## src/hw/local_bus_chip_select_map_regs.svh

```systemverilog
// Purpose: named constants for the local bus chip select steering block
// Assumes: included by the package and by every design file that needs a figure
// Notes: definitions only, no logic
`ifndef LOCAL_BUS_CHIP_SELECT_MAP_REGS_SVH
`define LOCAL_BUS_CHIP_SELECT_MAP_REGS_SVH

// ****************************************************************
// widths
// ****************************************************************
`define LBM_LANES 32
`define LBM_CS_NUM 8
`define LBM_MAP_W 2
`define LBM_NOR_W 16
`define LBM_BYTE_W 8
`define LBM_FADDR_W 26
`define LBM_CTRL_W 16
`define LBM_DEV_DATA_W 32

// ****************************************************************
// chip select numbers
// ****************************************************************
`define LBM_CS0 0
`define LBM_CS1 1
`define LBM_CS2 2
`define LBM_CS3 3
`define LBM_CS4 4
`define LBM_CS5 5
`define LBM_CS6 6
`define LBM_CS7 7

// ****************************************************************
// field positions
// ****************************************************************
`define LBM_FTOP 25
`define LBM_NOR_MSB 15
`define LBM_BYTE_MSB 7

// ****************************************************************
// reset values
// ****************************************************************
`define LBM_CTRL_RST 16'h3FD3
`define LBM_ZERO32 32'h0000_0000
`define LBM_ZERO26 26'h000_0000
`define LBM_ZERO16 16'h0000
`define LBM_ZERO8 8'h00
`define LBM_CE_OFF 5'h1F
`define LBM_STROBE_RST 5'h19
`define LBM_ONE 1'h1
`define LBM_NIL 1'h0

`endif

```

## src/hw/local_bus_chip_select_map_pkg.sv

```systemverilog
// Purpose: types shared by the chip select steering block
// Assumes: the constants header is found on the include path
// Notes: nothing here is imported; users write the package name
`include "local_bus_chip_select_map_regs.svh"
`default_nettype none

package local_bus_chip_select_map_pkg;

  // ****************************************************************
  // boot map settings
  // ****************************************************************
  typedef enum logic [`LBM_MAP_W-1:0] {
    MAP_NOR_BOOT  = 2'b00,
    MAP_EMU_BOOT  = 2'b01,
    MAP_NAND_BOOT = 2'b10,
    MAP_NOR_SWAP  = 2'b11
  } boot_map_e;

  // synchronised control pins, msb first
  typedef struct packed {
    logic [`LBM_MAP_W-1:0] boot_map_setting;
    logic [`LBM_CS_NUM-1:0] bus_chip_select_n;
    logic addr_latch_strobe;
    logic byte0_write_strobe_n;
    logic nand_cmd_latch_out;
    logic nand_addr_latch_out;
    logic nand_read_strobe_n;
    logic nand_ready_busy_n;
  } pin_ctrl_s;

  // per device enables, active low
  typedef struct packed {
    logic nor_n;
    logic emu_n;
    logic nand_n;
    logic ctrl_n;
    logic sram_n;
  } dev_enable_s;

  // strobes toward the flash devices
  typedef struct packed {
    logic nor_we_n;
    logic nand_we_n;
    logic nand_cle;
    logic nand_ale;
    logic nand_re_n;
  } strobe_s;

endpackage : local_bus_chip_select_map_pkg

`default_nettype wire

```

## src/hw/pin_sync3.sv

```systemverilog
// Purpose: three flop synchroniser for pin inputs
// Assumes: one clock, synchronous active high reset
// Notes: a bit changes once the second and third stages agree
`include "local_bus_chip_select_map_regs.svh"
`default_nettype none

module pin_sync3 #(
  parameter int W = 1,
  parameter logic [W-1:0] RST = '0
) (
  input wire logic i_sys_clk,      // system clock
  input wire logic i_rst,          // synchronous reset
  input wire logic [W-1:0] i_pin,  // raw pin level
  output logic [W-1:0] o_level     // filtered level
);

  logic [W-1:0] stage1;
  logic [W-1:0] stage2;
  logic [W-1:0] stage3;
  logic [W-1:0] next_level;

  // accept per bit where stages two and three agree
  always_comb begin
    for (int b = 0; b < W; b++) begin
      next_level[b] = (stage2[b] == stage3[b]) ? stage3[b] : o_level[b];
    end
  end

  // stage chain and filtered output
  always_ff @(posedge i_sys_clk) begin
    if (i_rst) begin
      stage1 <= RST;
      stage2 <= RST;
      stage3 <= RST;
      o_level <= RST;
    end else begin
      stage1 <= i_pin;
      stage2 <= stage1;
      stage3 <= stage2;
      o_level <= next_level;
    end
  end

endmodule : pin_sync3

`default_nettype wire

```

## src/hw/addr_demux_latch.sv

```systemverilog
// Purpose: address demultiplexing latch on the shared address/data lanes
// Assumes: lanes and strobe already synchronised to the system clock
// Notes: follows the lanes while the strobe is high, holds after it falls
`include "local_bus_chip_select_map_regs.svh"
`default_nettype none

module addr_demux_latch (
  input wire logic i_sys_clk,                     // system clock
  input wire logic i_rst,                         // synchronous reset
  input wire logic i_addr_latch_strobe,           // address phase, high
  input wire logic [`LBM_LANES-1:0] i_lanes,      // shared lanes
  output logic [`LBM_LANES-1:0] o_addr            // held address
);

  logic [`LBM_LANES-1:0] next_addr;

  // transparent while the strobe is high
  always_comb begin
    next_addr = i_addr_latch_strobe ? i_lanes : o_addr;
  end

  // held address register
  always_ff @(posedge i_sys_clk) begin
    if (i_rst) begin
      o_addr <= `LBM_ZERO32;
    end else begin
      o_addr <= next_addr;
    end
  end

endmodule : addr_demux_latch

`default_nettype wire

```

## src/hw/local_bus_chip_select_map.sv

```systemverilog
// Purpose: steer the local bus chip selects, strobes and data lanes to
//   the board memories and the control register space
// Assumes: 20 MHz system clock, synchronous active high reset,
//   every pin input passes four flops (three stages and the filtered output) before use
// Notes: every output is a flop, so pin to pin latency is several cycles
//
// Overview of operation
// - map 00: cs0 NOR, cs1 emulator, cs2/cs4-6 NAND, cs3 control, cs7 SRAM.
// - map 01: cs0 and cs1 exchange, emulator on cs0, NOR on cs1.
// - map 10: cs2 NOR, cs0 plus cs4-6 NAND, cs1 emulator.
// - map 11: same as 00 with flash half swap on.
// - swap applied by exclusive-or on the flash top address bit only.
// - swap off passes flash address bit 25 unchanged.
// - swap on inverts flash address bit 25.
// - address comes from the internal addr_demux_latch instance on the shared lanes.
// - NOR data: lanes 0-15 onto flash bits 15 down to 0.
// - NAND data: lanes 0-7 onto NAND bits 7 down to 0.
// - control space data: lanes 0-7 onto bits 7 down to 0.
// - NAND write enable follows the shared byte 0 write strobe.
// - NAND command latch enable follows the command latch output.
// - NAND read strobe follows the shared read enable output.
// - NAND ready/busy returns on the shared wait/acknowledge line.
// - NOR write enable follows the byte 0 write strobe.
`include "local_bus_chip_select_map_regs.svh"
`default_nettype none

module local_bus_chip_select_map (
  input wire logic i_sys_clk,                              // 20 MHz clock
  input wire logic i_rst,                                  // sync reset
  input wire logic [`LBM_MAP_W-1:0] i_boot_map_setting,    // boot map strap
  input wire logic [`LBM_CS_NUM-1:0] i_bus_chip_select_n,  // selects, low
  input wire logic i_addr_latch_strobe,                    // address phase
  input wire logic i_byte0_write_strobe_n,                 // shared write
  input wire logic i_nand_cmd_latch_out,                   // NAND cmd latch
  input wire logic i_nand_addr_latch_out,                  // NAND addr latch
  input wire logic i_nand_read_strobe_n,                   // shared read
  input wire logic i_nand_ready_busy_n,                    // NAND busy, low
  input wire logic [`LBM_LANES-1:0] i_muxed_addr_data_lines, // lanes in
  output logic [`LBM_LANES-1:0] o_muxed_addr_data_lines,   // lanes out
  output logic o_muxed_addr_data_oe,                       // lanes drive
  output logic o_gp4_wait_ack_line,                        // busy return
  output local_bus_chip_select_map_pkg::dev_enable_s o_dev_en, // enables
  output local_bus_chip_select_map_pkg::strobe_s o_strobe,     // strobes
  output logic o_flash_half_swap,                          // swap active
  output logic [`LBM_FADDR_W-1:0] o_flash_addr,            // flash address
  input wire logic [`LBM_NOR_W-1:0] i_nor_data,            // NOR data in
  output logic [`LBM_NOR_W-1:0] o_nor_data,                // NOR data out
  output logic o_nor_data_oe,                              // NOR drive
  input wire logic [`LBM_BYTE_W-1:0] i_nand_data,          // NAND data in
  output logic [`LBM_BYTE_W-1:0] o_nand_data,              // NAND data out
  output logic o_nand_data_oe,                             // NAND drive
  input wire logic [`LBM_BYTE_W-1:0] i_ctrl_data,          // ctrl data in
  output logic [`LBM_BYTE_W-1:0] o_ctrl_data,              // ctrl data out
  output logic o_ctrl_data_oe                              // ctrl drive
);

  // ****************************************************************
  // pin synchronisers
  // ****************************************************************

  local_bus_chip_select_map_pkg::pin_ctrl_s ctl;
  logic [`LBM_CTRL_W-1:0] ctl_raw;
  logic [`LBM_CTRL_W-1:0] ctl_sync;
  logic [`LBM_LANES-1:0] lanes;
  logic [`LBM_DEV_DATA_W-1:0] dev_raw;
  logic [`LBM_DEV_DATA_W-1:0] dev_sync;
  logic [`LBM_NOR_W-1:0] nor_in;
  logic [`LBM_BYTE_W-1:0] nand_in;
  logic [`LBM_BYTE_W-1:0] ctrl_in;

  // gather control pins in struct order
  assign ctl_raw = {i_boot_map_setting, i_bus_chip_select_n,
                    i_addr_latch_strobe, i_byte0_write_strobe_n,
                    i_nand_cmd_latch_out, i_nand_addr_latch_out,
                    i_nand_read_strobe_n, i_nand_ready_busy_n};
  assign ctl = ctl_sync;

  // control pins settle to idle levels under reset
  pin_sync3 #(
    .W(`LBM_CTRL_W),
    .RST(`LBM_CTRL_RST)
  ) u_sync_ctl (
    .i_sys_clk(i_sys_clk),
    .i_rst(i_rst),
    .i_pin(ctl_raw),
    .o_level(ctl_sync)
  );

  // shared address/data lanes
  pin_sync3 #(
    .W(`LBM_LANES),
    .RST(`LBM_ZERO32)
  ) u_sync_lanes (
    .i_sys_clk(i_sys_clk),
    .i_rst(i_rst),
    .i_pin(i_muxed_addr_data_lines),
    .o_level(lanes)
  );

  // data returned by the memories
  assign dev_raw = {i_nor_data, i_nand_data, i_ctrl_data};
  assign nor_in = dev_sync[`LBM_DEV_DATA_W-1 -: `LBM_NOR_W];
  assign nand_in = dev_sync[`LBM_NOR_W-1 -: `LBM_BYTE_W];
  assign ctrl_in = dev_sync[`LBM_BYTE_W-1:0];

  pin_sync3 #(
    .W(`LBM_DEV_DATA_W),
    .RST(`LBM_ZERO32)
  ) u_sync_dev (
    .i_sys_clk(i_sys_clk),
    .i_rst(i_rst),
    .i_pin(dev_raw),
    .o_level(dev_sync)
  );

  // ****************************************************************
  // address demultiplexing
  // ****************************************************************

  logic [`LBM_LANES-1:0] bus_addr;

  // address held from the address phase of the shared lanes
  addr_demux_latch u_addr_latch (
    .i_sys_clk(i_sys_clk),
    .i_rst(i_rst),
    .i_addr_latch_strobe(ctl.addr_latch_strobe),
    .i_lanes(lanes),
    .o_addr(bus_addr)
  );

  // ****************************************************************
  // chip select steering
  // ****************************************************************

  local_bus_chip_select_map_pkg::dev_enable_s next_dev_en;
  logic next_flash_half_swap;
  logic [`LBM_CS_NUM-1:0] cs_n;
  logic nand_grp_n;

  assign cs_n = ctl.bus_chip_select_n;

  // selects 4 to 6 always belong to the NAND group; any low one enables
  assign nand_grp_n = cs_n[`LBM_CS4] & cs_n[`LBM_CS5] & cs_n[`LBM_CS6];

  // pick each enable from the selects that the boot map assigns
  always_comb begin
    next_dev_en = `LBM_CE_OFF;
    next_flash_half_swap = `LBM_NIL;
    next_dev_en.ctrl_n = cs_n[`LBM_CS3];
    next_dev_en.sram_n = cs_n[`LBM_CS7];
    case (local_bus_chip_select_map_pkg::boot_map_e'(ctl.boot_map_setting))
      local_bus_chip_select_map_pkg::MAP_NOR_BOOT: begin
        next_dev_en.nor_n = cs_n[`LBM_CS0];
        next_dev_en.emu_n = cs_n[`LBM_CS1];
        next_dev_en.nand_n = cs_n[`LBM_CS2] & nand_grp_n;
      end
      local_bus_chip_select_map_pkg::MAP_EMU_BOOT: begin
        next_dev_en.nor_n = cs_n[`LBM_CS1];
        next_dev_en.emu_n = cs_n[`LBM_CS0];
        next_dev_en.nand_n = cs_n[`LBM_CS2] & nand_grp_n;
      end
      local_bus_chip_select_map_pkg::MAP_NAND_BOOT: begin
        next_dev_en.nor_n = cs_n[`LBM_CS2];
        next_dev_en.emu_n = cs_n[`LBM_CS1];
        next_dev_en.nand_n = cs_n[`LBM_CS0] & nand_grp_n;
      end
      local_bus_chip_select_map_pkg::MAP_NOR_SWAP: begin
        next_dev_en.nor_n = cs_n[`LBM_CS0];
        next_dev_en.emu_n = cs_n[`LBM_CS1];
        next_dev_en.nand_n = cs_n[`LBM_CS2] & nand_grp_n;
        next_flash_half_swap = `LBM_ONE;
      end
      default: begin
        next_dev_en.nor_n = cs_n[`LBM_CS0];
        next_dev_en.emu_n = cs_n[`LBM_CS1];
        next_dev_en.nand_n = cs_n[`LBM_CS2] & nand_grp_n;
      end
    endcase
  end

  // ****************************************************************
  // flash address with half swap
  // ****************************************************************

  logic [`LBM_FADDR_W-1:0] next_flash_addr;

  // only the top bit passes through the exclusive-or
  always_comb begin
    next_flash_addr = bus_addr[`LBM_FADDR_W-1:0];
    next_flash_addr[`LBM_FTOP] = bus_addr[`LBM_FTOP] ^ next_flash_half_swap;
  end

  // ****************************************************************
  // strobes
  // ****************************************************************

  local_bus_chip_select_map_pkg::strobe_s next_strobe;
  logic next_gp4;

  // strobes follow their shared controller pins
  always_comb begin
    next_strobe.nor_we_n = ctl.byte0_write_strobe_n;
    next_strobe.nand_we_n = ctl.byte0_write_strobe_n;
    next_strobe.nand_cle = ctl.nand_cmd_latch_out;
    next_strobe.nand_ale = ctl.nand_addr_latch_out;
    next_strobe.nand_re_n = ctl.nand_read_strobe_n;
    next_gp4 = ctl.nand_ready_busy_n;
  end

  // ****************************************************************
  // data lanes
  // ****************************************************************

  logic [`LBM_LANES-1:0] next_lanes_out;
  logic next_lanes_oe;
  logic [`LBM_NOR_W-1:0] next_nor_data;
  logic [`LBM_BYTE_W-1:0] next_nand_data;
  logic [`LBM_BYTE_W-1:0] next_ctrl_data;
  logic next_nor_oe;
  logic next_nand_oe;
  logic next_ctrl_oe;
  logic wr_phase;
  logic rd_phase;

  // writes drive the memories, reads drive the lanes
  assign wr_phase = ~ctl.byte0_write_strobe_n & ~ctl.addr_latch_strobe;
  assign rd_phase = ~ctl.nand_read_strobe_n & ~ctl.addr_latch_strobe;

  // lane order is reversed against each memory's bit order
  always_comb begin
    next_lanes_out = `LBM_ZERO32;
    next_nor_data = `LBM_ZERO16;
    next_nand_data = `LBM_ZERO8;
    next_ctrl_data = `LBM_ZERO8;
    for (int i = 0; i <= `LBM_NOR_MSB; i++) begin
      next_nor_data[`LBM_NOR_MSB-i] = lanes[i];
    end
    for (int i = 0; i <= `LBM_BYTE_MSB; i++) begin
      next_nand_data[`LBM_BYTE_MSB-i] = lanes[i];
      next_ctrl_data[`LBM_BYTE_MSB-i] = lanes[i];
    end
    if (~next_dev_en.nor_n) begin
      for (int i = 0; i <= `LBM_NOR_MSB; i++) begin
        next_lanes_out[i] = nor_in[`LBM_NOR_MSB-i];
      end
    end else if (~next_dev_en.nand_n) begin
      for (int i = 0; i <= `LBM_BYTE_MSB; i++) begin
        next_lanes_out[i] = nand_in[`LBM_BYTE_MSB-i];
      end
    end else if (~next_dev_en.ctrl_n) begin
      for (int i = 0; i <= `LBM_BYTE_MSB; i++) begin
        next_lanes_out[i] = ctrl_in[`LBM_BYTE_MSB-i];
      end
    end
  end

  // each memory is driven only while selected in a write
  always_comb begin
    next_nor_oe = wr_phase & ~next_dev_en.nor_n;
    next_nand_oe = wr_phase & ~next_dev_en.nand_n;
    next_ctrl_oe = wr_phase & ~next_dev_en.ctrl_n;
    next_lanes_oe = rd_phase & ~(next_dev_en.nor_n & next_dev_en.nand_n
                                 & next_dev_en.ctrl_n);
  end

  // ****************************************************************
  // output registers
  // ****************************************************************

  // every output leaves from a flop, idle levels under reset
  always_ff @(posedge i_sys_clk) begin
    if (i_rst) begin
      o_dev_en <= `LBM_CE_OFF;
      o_flash_half_swap <= `LBM_NIL;
      o_flash_addr <= `LBM_ZERO26;
      o_strobe <= `LBM_STROBE_RST;
      o_gp4_wait_ack_line <= `LBM_ONE;
      o_muxed_addr_data_lines <= `LBM_ZERO32;
      o_muxed_addr_data_oe <= `LBM_NIL;
      o_nor_data <= `LBM_ZERO16;
      o_nor_data_oe <= `LBM_NIL;
      o_nand_data <= `LBM_ZERO8;
      o_nand_data_oe <= `LBM_NIL;
      o_ctrl_data <= `LBM_ZERO8;
      o_ctrl_data_oe <= `LBM_NIL;
    end else begin
      o_dev_en <= next_dev_en;
      o_flash_half_swap <= next_flash_half_swap;
      o_flash_addr <= next_flash_addr;
      o_strobe <= next_strobe;
      o_gp4_wait_ack_line <= next_gp4;
      o_muxed_addr_data_lines <= next_lanes_out;
      o_muxed_addr_data_oe <= next_lanes_oe;
      o_nor_data <= next_nor_data;
      o_nor_data_oe <= next_nor_oe;
      o_nand_data <= next_nand_data;
      o_nand_data_oe <= next_nand_oe;
      o_ctrl_data <= next_ctrl_data;
      o_ctrl_data_oe <= next_ctrl_oe;
    end
  end

endmodule : local_bus_chip_select_map

`default_nettype wire

```

## config.mk

```make
export PLATFORM = sky130hd
export DESIGN_NAME = local_bus_chip_select_map
export DESIGN_NICKNAME = d
export VERILOG_FILES = /design/src/hw/local_bus_chip_select_map_pkg.sv /design/src/hw/pin_sync3.sv /design/src/hw/addr_demux_latch.sv /design/src/hw/local_bus_chip_select_map.sv
export VERILOG_INCLUDE_DIRS = /design/src /design/src/hw
export SDC_FILE = /design/constraint.sdc
export NUM_CORES = 1
export LEC_CHECK = 0
export ABC_AREA = 1
export BUFFER_PORTS_ARGS = -buffer_cell sky130_fd_sc_hd__buf_4
export CAP_MARGIN = 40
export CORE_ASPECT_RATIO = 1.1
export CORE_MARGIN = 2
export CORE_UTILIZATION = 40
export DETAILED_ROUTE_END_ITERATION = 8
export PLACE_DENSITY_LB_ADDON = 0.1
export REMOVE_ABC_BUFFERS = 1
export SLEW_MARGIN = 10
export SYNTH_ARGS = -nofsm -noshare
export SYNTH_HDL_FRONTEND = slang
export SYNTH_SLANG_ARGS = --single-unit
```

## constraint.sdc

```tcl
create_clock -name i_sys_clk -period 1.35 [get_ports i_sys_clk]
set_input_delay 0.135 -clock i_sys_clk [delete_from_list [all_inputs] [get_ports i_sys_clk]]
set_output_delay 0.135 -clock i_sys_clk [all_outputs]
set_load 0.02 [all_outputs]
```

==> metrics <==
status finished with violations; failing checks negative setup slack; Initial DRC Count 286; metal2 WL 10360 um; crit path buf inv count 1; initial antenna violation count 0; Max Clock Freq 0.7271 GHz; CP Capture Type flip-flop; Die Wd 170.4 um; Yosys top cell area share 64.89%; core area 0.03026 mm^2; reported max-cap violation count 0; DRT met1 WL 9998 um; drc violations 0; FP Rows 67; CP cell instances inv_4 -> ha_4 -> nand2_4 -> nand3_4 -> nand2_8 -> nor2_4 -> nand3_1 -> nand2_1; grt ovf 0; share of cells above drive strength 1 18.89%; CP Data Required Time 1.81 ns; Startpoint Class flip-flop; largest net degree at the start of global routing 79; unrepaired setup endpoints after global routing yes; Max Used Layer met4; routed vias/inst 4.135; Root Buffer clkbuf_16; Yosys reg bits 395; Port-buffer cells 165; Avg WL per Cell 10.83 um; Die Height 187.1 um; synthesized cell area 0.01219 mm^2; multi-input logic area 0.002929 mm^2; area grow syn2layout 30.39%; Ports 188; CTS tree yes; top fanout value on the critical path 8; clock tree buffer depth 3; H-tree lvl count 2; power per cell area 1468 mW/mm^2; Cells after Synth 1344; Clk Latency, worst-skew pair 0.51 ns; clock-pin slew on the worst setup and hold paths 0.06 ns; WL final 21970 um; post-route cell area 0.01589 mm^2; Initial Util 40.27%; LEAKAGE 0.006849 uW; final period utilization 101.9%; FILL cells 2791; clk sinks 395; gr usage total 13.79%; ANT nets after route 0; Fin. Hold Viols 0; Yosys top cell by area dfxtp_1; total CTS buffers 40; Final Slew Violations 0; syn_area_per_cell 9.067 um^2; CP max-delay cell dfxtp_4; kind of critical path reg -> reg; Arrival @ worst endpoint 1.84 ns; worst vdd ir 0.7497 mV; fin nets 1676; delay of the slowest critical-path stage 0.37 ns; total chip power 23320 uW; Fin Hold WS 0.3449 ns; DP Area 0.01372 mm^2; Seq/Total Area, Yosys 64.89%; Vias 8389; DRT Pass-1 Iters 4; hpwl dp 13540 um; final setup vio count 8; synth unique cells 28; Final WS setup -0.02536 ns; register area 0.007915 mm^2; minimum clock period 1.375 ns; vias in the first global route 7842; fin util 52.50%; first-pass GRT wire length 36290 um; YS warnings 0; Ant. Diodes 0; Clock Skew 0.007732 ns; HP Class in -> reg; Crit path max-delay family simple AND/OR/NAND/NOR gates; gpl congestion 0.7376; Area contributors post-synth dfxtp_1 65%, nor2_1 9.5%, inv_1 7.9%; die area 0.03188 mm^2; wire length on met3 1018 um
-- power breakdown --
group	internal, uW	switching [uW]	total [uW]
combinational	481	462	943
sequential	11900	100	12000
clock	6130	4220	10300
total	18500	4780	23300
-- timing repair --
| item | CTS | global route |
|---|---|---|
| cloned | 0 | 1 |
| buffers inserted | 1 | 1 |
| hold buffers | 81 | 0 |
| endpoints found under the setup margin | 20 | 20 |
| endpoints found under the hold margin | 82 | 0 |
| resized for setup | 15 | 9 |
| pin swaps | 5 | 5 |
-- worst reg2reg max path, delay by kind of cell (launching register included) --
kind                     cells  cell delay (ns)
AND/OR/NAND/NOR              6             0.64
adder cells (fa/ha/maj)      1             0.28
flip-flops                   1             0.37
buffers and inverters        1             0.04
-- state kept, by name, summed over array words and instances, names as in the netlist, 26 cells and up --
name / cells
u_sync_lanes.o_level: 26
u_addr_latch.o_addr: 26
o_flash_addr: 26
u_sync_lanes.stage1: 26
u_sync_dev.o_level: 32
u_sync_dev.stage2: 32
u_sync_dev.stage3: 32
u_sync_lanes.stage3: 26
u_sync_lanes.stage2: 26
u_sync_dev.stage1: 32
-- cell families (layout without fill, tap and decap cells) --
| logic type | count (synthesis) | in the layout | share of synthesized area (%) |
|---|---|---|---|
| and+or+nand+nor | 417 | 418 | 14.44 |
| DFF | 395 | 395 | 64.89 |
| buffers and inverters | 340 | 595 | 12.13 |
| AOI/OAI and AO/OA | 187 | 187 | 8.132 |
| adders and majority gates | 3 | 3 | 0.3081 |
| other | 1 | 16 | 0.03077 |
| xor gates and xnor gates | 1 | 1 | 0.07189 |
-- layer usage --
layer | global-route usage [%] | up-vias
met2 | 23.62 | 158
met1 | 17.02 | 3721
met3 | 3.005 | 41
met4 | 4.964 | 0
li1 | - | 4469
met5 | 0 | -
-- layout by cell type (no fill, tap or decap), drive strengths merged --
master and instances:
a211oi 21, a21oi 101, and3 1, buf 188, bufinv 1, clkbuf 59, clkinv 5, conb 16
dfxtp 395, dlygate4sd3 81, ha 3, inv 261, nand2 42, nand3 27, nor2 312, o21a 1
o21ai 64, or2 36, xnor2 1
-- cell type report --
| cell class | instances | area share, % |
|---|---|---|
| Clock buffer | 59 | 7.323 |
| Clock inverter | 7 | 0.4252 |
| Inverter | 260 | 6.189 |
| Multi-Input combinational cell | 625 | 18.43 |
| Sequential cell | 395 | 49.81 |
| Tap cell | 414 | 3.260 |
| Timing Repair Buffer | 269 | 14.55 |
-- final timing paths --
check,start,end,slack [ns],cells after the start
hold / removal,i_bus_chip_select_n[7],u_sync_ctl.stage1[13]$_SDFF_PP1_,0.34,3
setup reg to reg,u_sync_ctl.o_level[14]$_SDFFE_PP0N_,o_muxed_addr_data_lines[0]$_SDFF_PP0_,-0.03,8
hold reg to reg,u_sync_dev.stage1[20]$_SDFF_PP0_,u_sync_dev.stage2[20]$_SDFF_PP0_,0.40,2
setup / recovery,u_sync_ctl.o_level[14]$_SDFFE_PP0N_,o_muxed_addr_data_lines[0]$_SDFF_PP0_,-0.03,8
-- metrics by stage --
step	instances	setup TNS (ns)	setup WS, ns
after CTS	2027	-0.1992	-0.02664
final	2029	-0.1289	-0.02536
after global routing	2029	-1.068	-0.1081
after floorplan	1279	-1.154	-0.09103
after global placement	1879	-0.9065	-0.1168
after detailed placement	1879	-1.406	-0.1604
-- cells in the mapped netlist, drive strengths merged --
cell type  count
a211oi        21
a21oi        101
and3           1
buf           73
clkbuf         7
clkinv         1
conb           1
dfxtp        395
ha             3
inv          259
nand2         41
nand3         27
nor2         312
o21a           1
o21ai         64
or2           36
xnor2          1
No activity file was read; power rests on OpenSTA's default activity.
